File: src/design/lcs_pkg.sv
// Package with the register map, field positions and timing constants of the LIN control and status logic.
package lcs_pkg;

  // ==========================================================================
  // Indirect register indices
  localparam logic [7:0] LCS_IDX_CONTROL = 8'h08;
  localparam logic [7:0] LCS_IDX_STATUS = 8'h09;
  localparam logic [7:0] LCS_IDX_FAULT = 8'h0A;

  // ==========================================================================
  // Control register fields
  localparam int LCS_CTL_STOP = 7;
  localparam int LCS_CTL_SLEEP = 6;
  localparam int LCS_CTL_DIR = 5;
  localparam int LCS_CTL_ACK = 4;
  localparam int LCS_CTL_IRQCLR = 3;
  localparam int LCS_CTL_FAULTCLR = 2;
  localparam int LCS_CTL_WAKE = 1;
  localparam int LCS_CTL_START = 0;
  localparam logic [7:0] LCS_CONTROL_RESET = 8'h00;

  // ==========================================================================
  // Status register fields
  localparam int LCS_ST_ACTIVE = 7;
  localparam int LCS_ST_IDLE = 6;
  localparam int LCS_ST_ABORT = 5;
  localparam int LCS_ST_DREQ = 4;
  localparam int LCS_ST_IRQ = 3;
  localparam int LCS_ST_ERROR = 2;
  localparam int LCS_ST_WAKEUP = 1;
  localparam int LCS_ST_DONE = 0;
  localparam logic [7:0] LCS_STATUS_RESET = 8'h00;

  // ==========================================================================
  // Mode configuration register fields and reset value
  localparam int LCS_CFG_ENABLE = 7;
  localparam int LCS_CFG_MASTER = 6;
  localparam int LCS_CFG_AUTOBAUD = 5;
  localparam logic [7:0] LCS_CONFIG_RESET = 8'h60;
  localparam logic [7:0] LCS_CONFIG_MASK = 8'hE0;

  // ==========================================================================
  // Fault cause register holds five cause bits in the low positions
  localparam int LCS_FAULT_BITS = 5;

  // ==========================================================================
  // Bus idle timeout
  localparam longint LCS_IDLE_TIMEOUT_MS = 4000;
  localparam longint LCS_CLOCK_KHZ = 125000;
  localparam longint LCS_IDLE_CYCLES = LCS_IDLE_TIMEOUT_MS * LCS_CLOCK_KHZ;

  // ==========================================================================
  // Frame tracking states
  typedef enum logic [1:0] {
    LCS_IDLE = 2'b00,
    LCS_FRAME = 2'b01,
    LCS_BLOCKED = 2'b10,
    LCS_ASLEEP = 2'b11
  } lcs_state_t;

endpackage

File: src/design/lcs_idle_if.sv
// Interface carrying the idle timer hookup between the control logic and its timer.
interface lcs_idle_if;
  logic run;
  logic activity;
  logic expired;
  modport ctrl (output run, output activity, input expired);
  modport timer (input run, input activity, output expired);
endinterface

File: src/design/lcs_control_status.sv
// Control and status logic of a LIN master/slave controller behind an indirect pointer and data port.
// ============================================================================
// What this block does
// - Stop strobe blocks slave processing until break.
// - Sleep bit enters sleep on command/idle.
// - Sleep bit low leaves sleep on wakeup.
// - Direction bit: 1 transmit, 0 receive.
// - Software acks data request; controller self-clears.
// - Interrupt clear strobe clears pending flag.
// - Fault clear strobe clears error and causes.
// - Wake request sends wakeup, then self-clears.
// - Start request clears on completion or error.
// - Activity flag follows bus activity.
// - Idle flag after four quiet seconds, slave.
// - Abort on early break or stop.
// - Abort clears on non-interrupting break.
// - Data request flag set on identifier.
// - Pending flag holds until interrupt clear.
// - Error flag set; cleared only by strobe.
// - Wakeup flag while sending or after receiving.
// - Done clears at start, sets at finish.
// - Start master-only; several bits slave-only.
// - Role bit: 0 slave, 1 master.
// - Data port reaches register the pointer selects.
module lcs_control_status
  import lcs_pkg::*;
#(
  parameter longint IDLE_CYCLES = LCS_IDLE_CYCLES
) (
  input wire logic clock,
  input wire logic sys_rst,
  // Register access.
  input wire logic config_wr,
  input wire logic pointer_wr,
  input wire logic port_wr,
  input wire logic port_rd,
  input wire logic [7:0] wr_data,
  output logic [7:0] config_data,
  output logic [7:0] pointer_data,
  output logic [7:0] port_data,
  // Events from the frame engine.
  input wire logic bus_active,
  input wire logic break_seen,
  input wire logic ident_received,
  input wire logic frame_finished,
  input wire logic [LCS_FAULT_BITS-1:0] fault_event,
  input wire logic sleep_frame_seen,
  input wire logic wakeup_seen,
  input wire logic wake_tx_busy,
  input wire logic wake_tx_finished,
  // Commands to the frame engine.
  output logic link_enable,
  output logic master_mode,
  output logic direction_select,
  output logic frame_launch,
  output logic data_ack_pulse,
  output logic wake_launch,
  output logic processing_blocked,
  output logic sleep_mode,
  output logic irq
);

  // ==========================================================================
  // Registers and decoded strobes
  logic [7:0] config_reg, indirect_pointer, link_control, link_status, next_port_data;
  logic [LCS_FAULT_BITS-1:0] fault_cause_register;
  logic sleep_ctl, data_ack_strobe, wake_request, frame_start_request, idle_timeout_flag, abort_flag;
  logic data_request_flag, pending_irq_flag, fault_flag, wakeup_rx_flag, done_flag, frame_busy;
  logic ctl_wr, slave, stop_wr, irq_clear_strobe, fault_clear_strobe, any_fault, slave_break, frame_begin;
  logic idle_expired_q, idle_rise;

  lcs_idle_if idle ();

  lcs_idle_timer #(
    .IDLE_CYCLES(IDLE_CYCLES)
  ) u_idle_timer (
    .clock(clock),
    .sys_rst(sys_rst),
    .idle(idle.timer)
  );

  assign ctl_wr = port_wr && (indirect_pointer == LCS_IDX_CONTROL);
  assign slave = !config_reg[LCS_CFG_MASTER];
  assign stop_wr = ctl_wr && slave && wr_data[LCS_CTL_STOP];
  assign irq_clear_strobe = ctl_wr && wr_data[LCS_CTL_IRQCLR];
  assign fault_clear_strobe = ctl_wr && wr_data[LCS_CTL_FAULTCLR];
  assign any_fault = |fault_event;
  // Processing blocked by the stop strobe ignores received identifiers until a break arrives.
  assign slave_break = break_seen && slave;
  assign frame_begin = frame_launch || (break_seen && !sleep_mode);

  assign link_enable = config_reg[LCS_CFG_ENABLE];
  assign master_mode = config_reg[LCS_CFG_MASTER];
  assign irq = pending_irq_flag;

  // ==========================================================================
  // Mode configuration and indirect pointer
  always_ff @(posedge clock or posedge sys_rst) begin
    if (sys_rst) begin
      config_reg <= LCS_CONFIG_RESET;
    end else if (config_wr) begin
      config_reg <= wr_data & LCS_CONFIG_MASK;
    end
  end

  always_ff @(posedge clock or posedge sys_rst) begin
    if (sys_rst) begin
      indirect_pointer <= 8'h00;
    end else if (pointer_wr) begin
      indirect_pointer <= wr_data;
    end
  end

  assign config_data = config_reg;
  assign pointer_data = indirect_pointer;

  // ==========================================================================
  // Control register bits held in storage
  always_ff @(posedge clock or posedge sys_rst) begin
    if (sys_rst) begin
      sleep_ctl <= 1'b0;
      direction_select <= 1'b0;
    end else if (ctl_wr) begin
      if (slave) begin
        sleep_ctl <= wr_data[LCS_CTL_SLEEP];
      end
      direction_select <= wr_data[LCS_CTL_DIR];
    end
  end

  // The acknowledge bit is seen by the engine as a one-cycle pulse and then drops by itself.
  always_ff @(posedge clock or posedge sys_rst) begin
    if (sys_rst) begin
      data_ack_strobe <= 1'b0;
    end else if (ctl_wr && slave && wr_data[LCS_CTL_ACK]) begin
      data_ack_strobe <= 1'b1;
    end else begin
      data_ack_strobe <= 1'b0;
    end
  end

  assign data_ack_pulse = data_ack_strobe;

  // ==========================================================================
  // Wake request
  // The request stays set while the wakeup signal goes out, so software can poll it.
  always_ff @(posedge clock or posedge sys_rst) begin
    if (sys_rst) begin
      wake_request <= 1'b0;
    end else if (ctl_wr && wr_data[LCS_CTL_WAKE] && !wake_request) begin
      wake_request <= 1'b1;
    end else if (wake_tx_finished) begin
      wake_request <= 1'b0;
    end
  end

  always_ff @(posedge clock or posedge sys_rst) begin
    if (sys_rst) begin
      wake_launch <= 1'b0;
    end else begin
      wake_launch <= ctl_wr && wr_data[LCS_CTL_WAKE] && !wake_request;
    end
  end

  // ==========================================================================
  // Start request and frame launch
  always_ff @(posedge clock or posedge sys_rst) begin
    if (sys_rst) begin
      frame_start_request <= 1'b0;
      frame_launch <= 1'b0;
    end else begin
      frame_launch <= 1'b0;
      if (frame_start_request && (frame_finished || any_fault)) begin
        frame_start_request <= 1'b0;
      end else if (ctl_wr && !slave && wr_data[LCS_CTL_START] && !frame_start_request) begin
        // Software is expected to have loaded identifier, size and data first.
        frame_start_request <= 1'b1;
        frame_launch <= 1'b1;
      end
    end
  end

  // ==========================================================================
  // Frame tracking and processing block
  always_ff @(posedge clock or posedge sys_rst) begin
    if (sys_rst) begin
      frame_busy <= 1'b0;
    end else if (frame_begin) begin
      frame_busy <= 1'b1;
    end else if (frame_finished || any_fault || stop_wr) begin
      frame_busy <= 1'b0;
    end
  end

  always_ff @(posedge clock or posedge sys_rst) begin
    if (sys_rst) begin
      processing_blocked <= 1'b0;
    end else if (break_seen) begin
      processing_blocked <= 1'b0;
    end else if (stop_wr) begin
      processing_blocked <= 1'b1;
    end
  end

  // ==========================================================================
  // Sleep mode
  // Leaving sleep through a sent wakeup is allowed in either role; the sleep bit gates slave entry and exit on a received wakeup.
  always_ff @(posedge clock or posedge sys_rst) begin
    if (sys_rst) begin
      sleep_mode <= 1'b0;
    end else if (sleep_mode) begin
      if ((slave && !sleep_ctl && wakeup_seen) || wake_tx_finished) begin
        sleep_mode <= 1'b0;
      end
    end else if (slave && sleep_ctl && (sleep_frame_seen || idle_timeout_flag)) begin
      sleep_mode <= 1'b1;
    end
  end

  // ==========================================================================
  // Idle timeout
  assign idle.run = slave && !sleep_mode;
  assign idle.activity = bus_active;

  always_ff @(posedge clock or posedge sys_rst) begin
    if (sys_rst) begin
      idle_expired_q <= 1'b0;
    end else begin
      idle_expired_q <= idle.expired;
    end
  end

  assign idle_rise = idle.expired && !idle_expired_q;

  always_ff @(posedge clock or posedge sys_rst) begin
    if (sys_rst) begin
      idle_timeout_flag <= 1'b0;
    end else begin
      idle_timeout_flag <= idle.expired && slave && !sleep_mode;
    end
  end

  // ==========================================================================
  // Abort, data request and done flags
  always_ff @(posedge clock or posedge sys_rst) begin
    if (sys_rst) begin
      abort_flag <= 1'b0;
    end else if (!slave) begin
      abort_flag <= 1'b0;
    end else if (stop_wr || (slave_break && frame_busy)) begin
      abort_flag <= 1'b1;
    end else if (slave_break) begin
      abort_flag <= 1'b0;
    end
  end

  always_ff @(posedge clock or posedge sys_rst) begin
    if (sys_rst) begin
      data_request_flag <= 1'b0;
    end else if (ident_received && slave && !processing_blocked) begin
      data_request_flag <= 1'b1;
    end else if (data_ack_strobe || stop_wr || break_seen || frame_finished || !slave) begin
      data_request_flag <= 1'b0;
    end
  end

  always_ff @(posedge clock or posedge sys_rst) begin
    if (sys_rst) begin
      done_flag <= 1'b0;
    end else if (frame_finished) begin
      done_flag <= 1'b1;
    end else if (frame_begin) begin
      done_flag <= 1'b0;
    end
  end

  // ==========================================================================
  // Error flag and fault causes
  // A fault arriving in the same cycle as the clear strobe survives it.
  always_ff @(posedge clock or posedge sys_rst) begin
    if (sys_rst) begin
      fault_flag <= 1'b0;
      fault_cause_register <= '0;
    end else begin
      fault_flag <= any_fault || (fault_flag && !fault_clear_strobe);
      for (int i = 0; i < LCS_FAULT_BITS; i++) begin
        fault_cause_register[i] <= fault_event[i] || (fault_cause_register[i] && !fault_clear_strobe);
      end
    end
  end

  // ==========================================================================
  // Wakeup flag and pending interrupt
  always_ff @(posedge clock or posedge sys_rst) begin
    if (sys_rst) begin
      wakeup_rx_flag <= 1'b0;
    end else if (wakeup_seen) begin
      wakeup_rx_flag <= 1'b1;
    end else if (frame_begin) begin
      wakeup_rx_flag <= 1'b0;
    end
  end

  // Finished frames, faults, received wakeups, idle timeouts and unblocked slave identifiers raise the pending flag; a clear in the same cycle loses to the event.
  always_ff @(posedge clock or posedge sys_rst) begin
    if (sys_rst) begin
      pending_irq_flag <= 1'b0;
    end else if (frame_finished || any_fault || wakeup_seen || idle_rise ||
                 (ident_received && slave && !processing_blocked)) begin
      pending_irq_flag <= 1'b1;
    end else if (irq_clear_strobe) begin
      pending_irq_flag <= 1'b0;
    end
  end

  // ==========================================================================
  // Register images and indirect read port
  // Stop and both clear strobes are never stored, so they read back as zero.
  always_comb begin
    link_control = LCS_CONTROL_RESET;
    link_control[LCS_CTL_SLEEP] = sleep_ctl;
    link_control[LCS_CTL_DIR] = direction_select;
    link_control[LCS_CTL_ACK] = data_ack_strobe;
    link_control[LCS_CTL_WAKE] = wake_request;
    link_control[LCS_CTL_START] = frame_start_request;
  end

  always_comb begin
    link_status = LCS_STATUS_RESET;
    link_status[LCS_ST_ACTIVE] = bus_active;
    link_status[LCS_ST_IDLE] = idle_timeout_flag;
    link_status[LCS_ST_ABORT] = abort_flag;
    link_status[LCS_ST_DREQ] = data_request_flag;
    link_status[LCS_ST_IRQ] = pending_irq_flag;
    link_status[LCS_ST_ERROR] = fault_flag;
    link_status[LCS_ST_WAKEUP] = wake_tx_busy || wakeup_rx_flag;
    link_status[LCS_ST_DONE] = done_flag;
  end

  // Data bytes, size, divider and identifier live elsewhere and read as zero here.
  always_comb begin
    unique case (indirect_pointer)
      LCS_IDX_CONTROL: next_port_data = link_control;
      LCS_IDX_STATUS: next_port_data = link_status;
      LCS_IDX_FAULT: next_port_data = {{(8 - LCS_FAULT_BITS){1'b0}}, fault_cause_register};
      default: next_port_data = 8'h00;
    endcase
  end

  always_ff @(posedge clock or posedge sys_rst) begin
    if (sys_rst) begin
      port_data <= 8'h00;
    end else if (port_rd) begin
      port_data <= next_port_data;
    end
  end

endmodule

File: src/design/lcs_idle_timer.sv
// Bus idle timer that raises a level once the bus has been quiet for the set time.
module lcs_idle_timer
  import lcs_pkg::*;
#(
  parameter longint IDLE_CYCLES = LCS_IDLE_CYCLES
) (
  input wire logic clock,
  input wire logic sys_rst,
  lcs_idle_if.timer idle
);

  localparam int CW = $clog2(IDLE_CYCLES + 1);
  localparam logic [CW-1:0] LAST = CW'(IDLE_CYCLES - 1);

  if (IDLE_CYCLES < 1) begin
    $error("lcs_idle_timer: IDLE_CYCLES must be at least 1");
  end

  logic [CW-1:0] count;

  // ==========================================================================
  // Quiet-time counter
  // The counter stops at its last value so the expired level holds until activity returns or run drops.
  always_ff @(posedge clock or posedge sys_rst) begin
    if (sys_rst) begin
      count <= '0;
      idle.expired <= 1'b0;
    end else if (!idle.run || idle.activity) begin
      count <= '0;
      idle.expired <= 1'b0;
    end else if (count == LAST) begin
      idle.expired <= 1'b1;
    end else begin
      count <= count + CW'(1);
    end
  end

endmodule

File: config.mk
export PLATFORM = sky130hd
export DESIGN_NAME = lcs_control_status
export DESIGN_NICKNAME = d
export VERILOG_FILES = /design/src/design/lcs_pkg.sv /design/src/design/lcs_idle_if.sv /design/src/design/lcs_control_status.sv /design/src/design/lcs_idle_timer.sv
export SDC_FILE = /design/constraint.sdc
export NUM_CORES = 1
export LEC_CHECK = 0
export BUFFER_PORTS_ARGS = -buffer_cell sky130_fd_sc_hd__buf_2
export CORE_ASPECT_RATIO = 1.75
export CORE_MARGIN = 10
export CORE_UTILIZATION = 52
export CTS_CLUSTER_SIZE = 24
export DETAILED_ROUTE_END_ITERATION = 10
export GPL_ROUTABILITY_DRIVEN = 0
export PLACE_DENSITY = 0.83
export SLEW_MARGIN = 10
export SYNTH_ARGS = -nofsm -noshare
export SYNTH_HDL_FRONTEND = slang
export SYNTH_HIERARCHICAL = 1
export SYNTH_SLANG_ARGS = --single-unit
File: constraint.sdc
create_clock -name clock -period 2.4 [get_ports clock]
set_input_delay 0.48 -clock clock [delete_from_list [all_inputs] [get_ports clock]]
set_output_delay 0.48 -clock clock [all_outputs]
set_load 0.03 [all_outputs]
==> results.txt <==
The run finished with clean final reports. The total wire length after detailed routing is 8.65 mm. The antenna diode count is 0. The share of the yosys chip area belonging to registers came out at 0.516.

Summed over all cells, the static leakage comes to 1.86 nW. The number of register bits inferred by synthesis is 72. The number of hold violations in the final report came out at 0. The cell area that synthesis handed to floorplanning was 3500 sq um.

The cell count of the worst reg-to-reg path is 6. The count of nets left with antenna violations once routing finished came out at 0. The most used flip-flop cell after synthesis is dfrtp_1. In this run the worst setup path terminates at u_idle_timer/count[22]. Gates resized during post-CTS repair numbered 0. Relative to the synthesized area, the layout overhead comes to 18.9%. The I/O pin total is 60. The overall die area is 10,500 sq um.

Data on the critical path is required at its endpoint by 2.61 ns. The number of warnings reported in the yosys synthesis log came out at 6. The first TritonRoute pass finished after 4 iterations.

The y dimension of the die came out at 128 um. The transition at the pin with the smallest max-transition slack is 0.601 ns. Subtracting the final worst setup slack from the clock period gives 2.03 ns.

The delay of the slowest cell on the worst path is 0.57 ns. The total setup violations reported at the end of the flow is 0. The number of buffers on the longest clock path came out at 2. The maximum fanout along the worst path is 8. In the final routed layout, each cell accounts on average for 18.5 um. The worst setup path is launched from a flop. The maximum clock frequency is 493 MHz. The leading cell type in the layout, fill and taps excluded is dfrtp_1. The share of cells above drive strength 1 came out at 0.290. Counting buffers and inverters, the worst setup path is 6 cells deep. Of the total synthesized cell area, the portion taken by AND, OR, NAND and NOR gates is 0.212. The number of cell rows came out at 39. The clock sink count is 72. The arithmetic-cell share of the synthesized area counting full adders, half adders and majority gates is 0.00358.

Yosys mapped a number of flops with a built-in enable equal to 0. The buffer cell driving the clock tree root is clkbuf_16. The first-pass GRT wire length came out at 13.7 mm. Dividing total power by cell area gives a power density of 723 nW/um^2. The area inside the core boundary came out at 6540 sq um. The total grt overflow is 0.

The final count of pins violating max slew came out at 0. After the first detailed-routing iteration, the DRC count stood at 131. The top cell family by delay on the critical path is simple AND/OR/NAND/NOR gates. The startpoint identified for the worst register-to-register timing path is u_idle_timer/count[0].

Synthesis handed over a netlist of 322 instances. Measured against the total synthesized area, the mux share comes to 0.0662. The worst setup skew after layout came out at 0.00592 ns. The setup path with the least slack is of type flop to flop.

The arrival time of data at the critical path endpoint came out at 2.24 ns. For this run, asynchronously set or reset flops after synthesis account for 1.00. Of the total synthesized cell area, the portion taken by XOR and XNOR cells is 0.0301. The post-synthesis cell type count is 63. The width of the chip is 82.0 um. The detailed-placement wirelength estimate is 6.56 mm. The total negative slack for setup checks came out at 0 ns. A synthesized cell averages 10.9 sq um.

The H-tree was split into 3 levels. The total instance count after detailed placement is 452. The number of vias after detailed routing is 2,732. Setup repair after global routing left no endpoint under its margin. Walking the worst path, the cells encountered are ha_1, nand4_1, or4_1, nor3_1, xnor2_1, nor2_1. In this run the post-CTS setup repair buffer count came out at 0.

The number of buffers and inverters on the critical path is 0. The remaining design rule violation count is 0. The initial standard-cell utilization of the core is 0.535. STA classifies the critical path endpoint as a flop. The overall fraction of global-route tracks in use is 0.169.

The number of hold buffers added after CTS was 0. The clock transition time at the flip-flop clock pins of the worst setup and hold paths came out at 0.06 ns. The number of buffers added by the clock tree synthesis step came out at 9. Among all stages on the critical path, the largest delay is contributed by or4_1. The worst hold path belongs to the class input pin to asynchronous set/reset pin. The setup check on the worst reg-to-reg path leaves a slack of 0.37 ns.

The pin count of the biggest net entering global routing is 43. The source-to-sink clock delay at the later pin of the worst-skew pair is 0.33 ns. The combinational family with the most area after synthesis is simple AND/OR/NAND/NOR gates. The final net count came out at 409. The count of port buffers added during placement came out at 54. The number of violations of the max-capacitance limit came out at 0. Tracing the worst setup path back leads to its startpoint at u_idle_timer/count[0]. The number of antenna violations at the first check in global routing came to 0. The share of the cycle needed by the critical path after routing is 0.845. The synthesized-area fraction occupied by ao, oa, aoi and oai cells came out at 0.126. The maximum resistive drop on vdd came out at 0.000479 V. The clock tree from TritonCTS is yes. For this run, the number of standard cells in the final layout without fillers is 468. The max-slew headroom at the worst pin is 0.596. The mean number of vias per cell is 5.84. The number of global-route vias before repair came out at 2,795. After filler insertion, the fill cell instance count of the layout stands at 504. The endpoint of the worst-slack reg-to-reg timing path is u_idle_timer/count[22]. The top cell types in the final layout, fill and taps aside, are dfrtp_1, buf_2, nor2_1, nand2_1, a21oi_1.
per-layer routing:
layer / track usage / vias to the layer above / part of all wire
met5: 0 / - / 0
li1: - / 1272 / -
met1: 0.172 / 1348 / 0.35
met2: 0.291 / 89 / 0.53
met4: 0.0966 / 0 / 0.043
met3: 0.0558 / 23 / 0.075
worst reg2reg max path, cell delays in order, from the launching register on:
cell	delay [ns]
dfrtp_1	0.40
ha_1	0.25
nand4_1	0.17
or4_1	0.57
nor3_1	0.30
xnor2_1	0.17
nor2_1	0.06
worst min-delay path by stage:
stage                                          from                     end  slack (ns)
after detailed placement  u_idle_timer/idle.expired          idle_expired_q        0.41
after floorplan           u_idle_timer/idle.expired          idle_expired_q        0.39
after CTS                                   sys_rst   u_idle_timer/count[7]        0.23
final                                       sys_rst  u_idle_timer/count[26]        0.23
after global placement    u_idle_timer/idle.expired          idle_expired_q        0.41
after global routing                        sys_rst  u_idle_timer/count[26]        0.28
cell families after synthesis:
| group | Yosys count |
|---|---|
| xor+xnor | 12 |
| compound gates | 64 |
| fa+ha+maj | 1 |
| flops | 72 |
| mux | 21 |
| buf+inv | 30 |
| simple gates | 121 |
| other cells | 1 |
synth_stat cells (2+ instances only):
cell / count / area, sq um
nor3_1: 4 / 20.0
or3_1: 12 / 75.1
a21oi_1: 16 / 80.1
a2bb2oi_1: 2 / 17.5
xnor2_1: 4 / 35.0
nor4b_1: 2 / 17.5
a21o_1: 7 / 52.6
dfstp_2: 2 / 52.6
xor2_1: 8 / 70.1
nand4_2: 2 / 25.0
mux2i_1: 7 / 70.1
clkbuf_1: 5 / 18.8
and3_1: 4 / 25.0
nand3_1: 11 / 55.1
o31ai_1: 3 / 22.5
mux2_2: 12 / 135
o21ai_0: 15 / 75.1
nand4_1: 8 / 50.1
buf_4: 9 / 67.6
o2bb2ai_1: 4 / 35.0
a22oi_1: 2 / 15.0
nor2b_1: 7 / 43.8
a22o_1: 2 / 17.5
and2_1: 4 / 25.0
nand2_1: 19 / 71.3
or4_1: 3 / 22.5
a31oi_1: 2 / 12.5
inv_1: 11 / 41.3
and4_1: 3 / 26.3
nor4bb_1: 3 / 30.0
buf_2: 3 / 15.0
dfrtp_1: 70 / 1750
nand3_2: 2 / 20.0
nor3_2: 2 / 20.0
nor2_1: 23 / 86.3
o41ai_2: 2 / 32.5
sequential cells by signal, summed over array words and instances (netlist names), 3 cells and up:
register,count
u_idle_timer/count,29
pointer_data,8
port_data,8
fault_cause_register,5
config_data,3
layout make-up:
class                      instances  area [sq um]  share of cell area
clock inverter                     5          80.1              0.0193
clock buffer                      11           243              0.0584
multi-input combinational        224          1550               0.372
inverter                          11          41.3             0.00993
tap                               82           103              0.0247
timing repair buffer              63           338              0.0813
sequential                        72          1800               0.434
metrics by stage:
stage                     cell area (sq um)  utilization  setup slack, ns  total power, mW  hold slack [ns]
after CTS                              4160        0.636            0.406             3.04            0.228
after global routing                   4160        0.636            0.291             3.12            0.283
after detailed placement               3830        0.586            0.420             1.59            0.408
after global placement                 3830        0.586            0.507             1.59            0.409
final                                  4160        0.636            0.372             3.01            0.226
after floorplan                        3510            -            0.528             1.50            0.387
report_power, final:
group	switching, mW	internal, mW	leakage, nW	total, mW
Combinational	0.188	0.101	0.782	0.289
Sequential	0.0324	1.25	0.930	1.28
Clock	0.499	0.936	0.152	1.43
Total	0.719	2.29	1.86	3.01
Power figures use the tool's default switching activity.
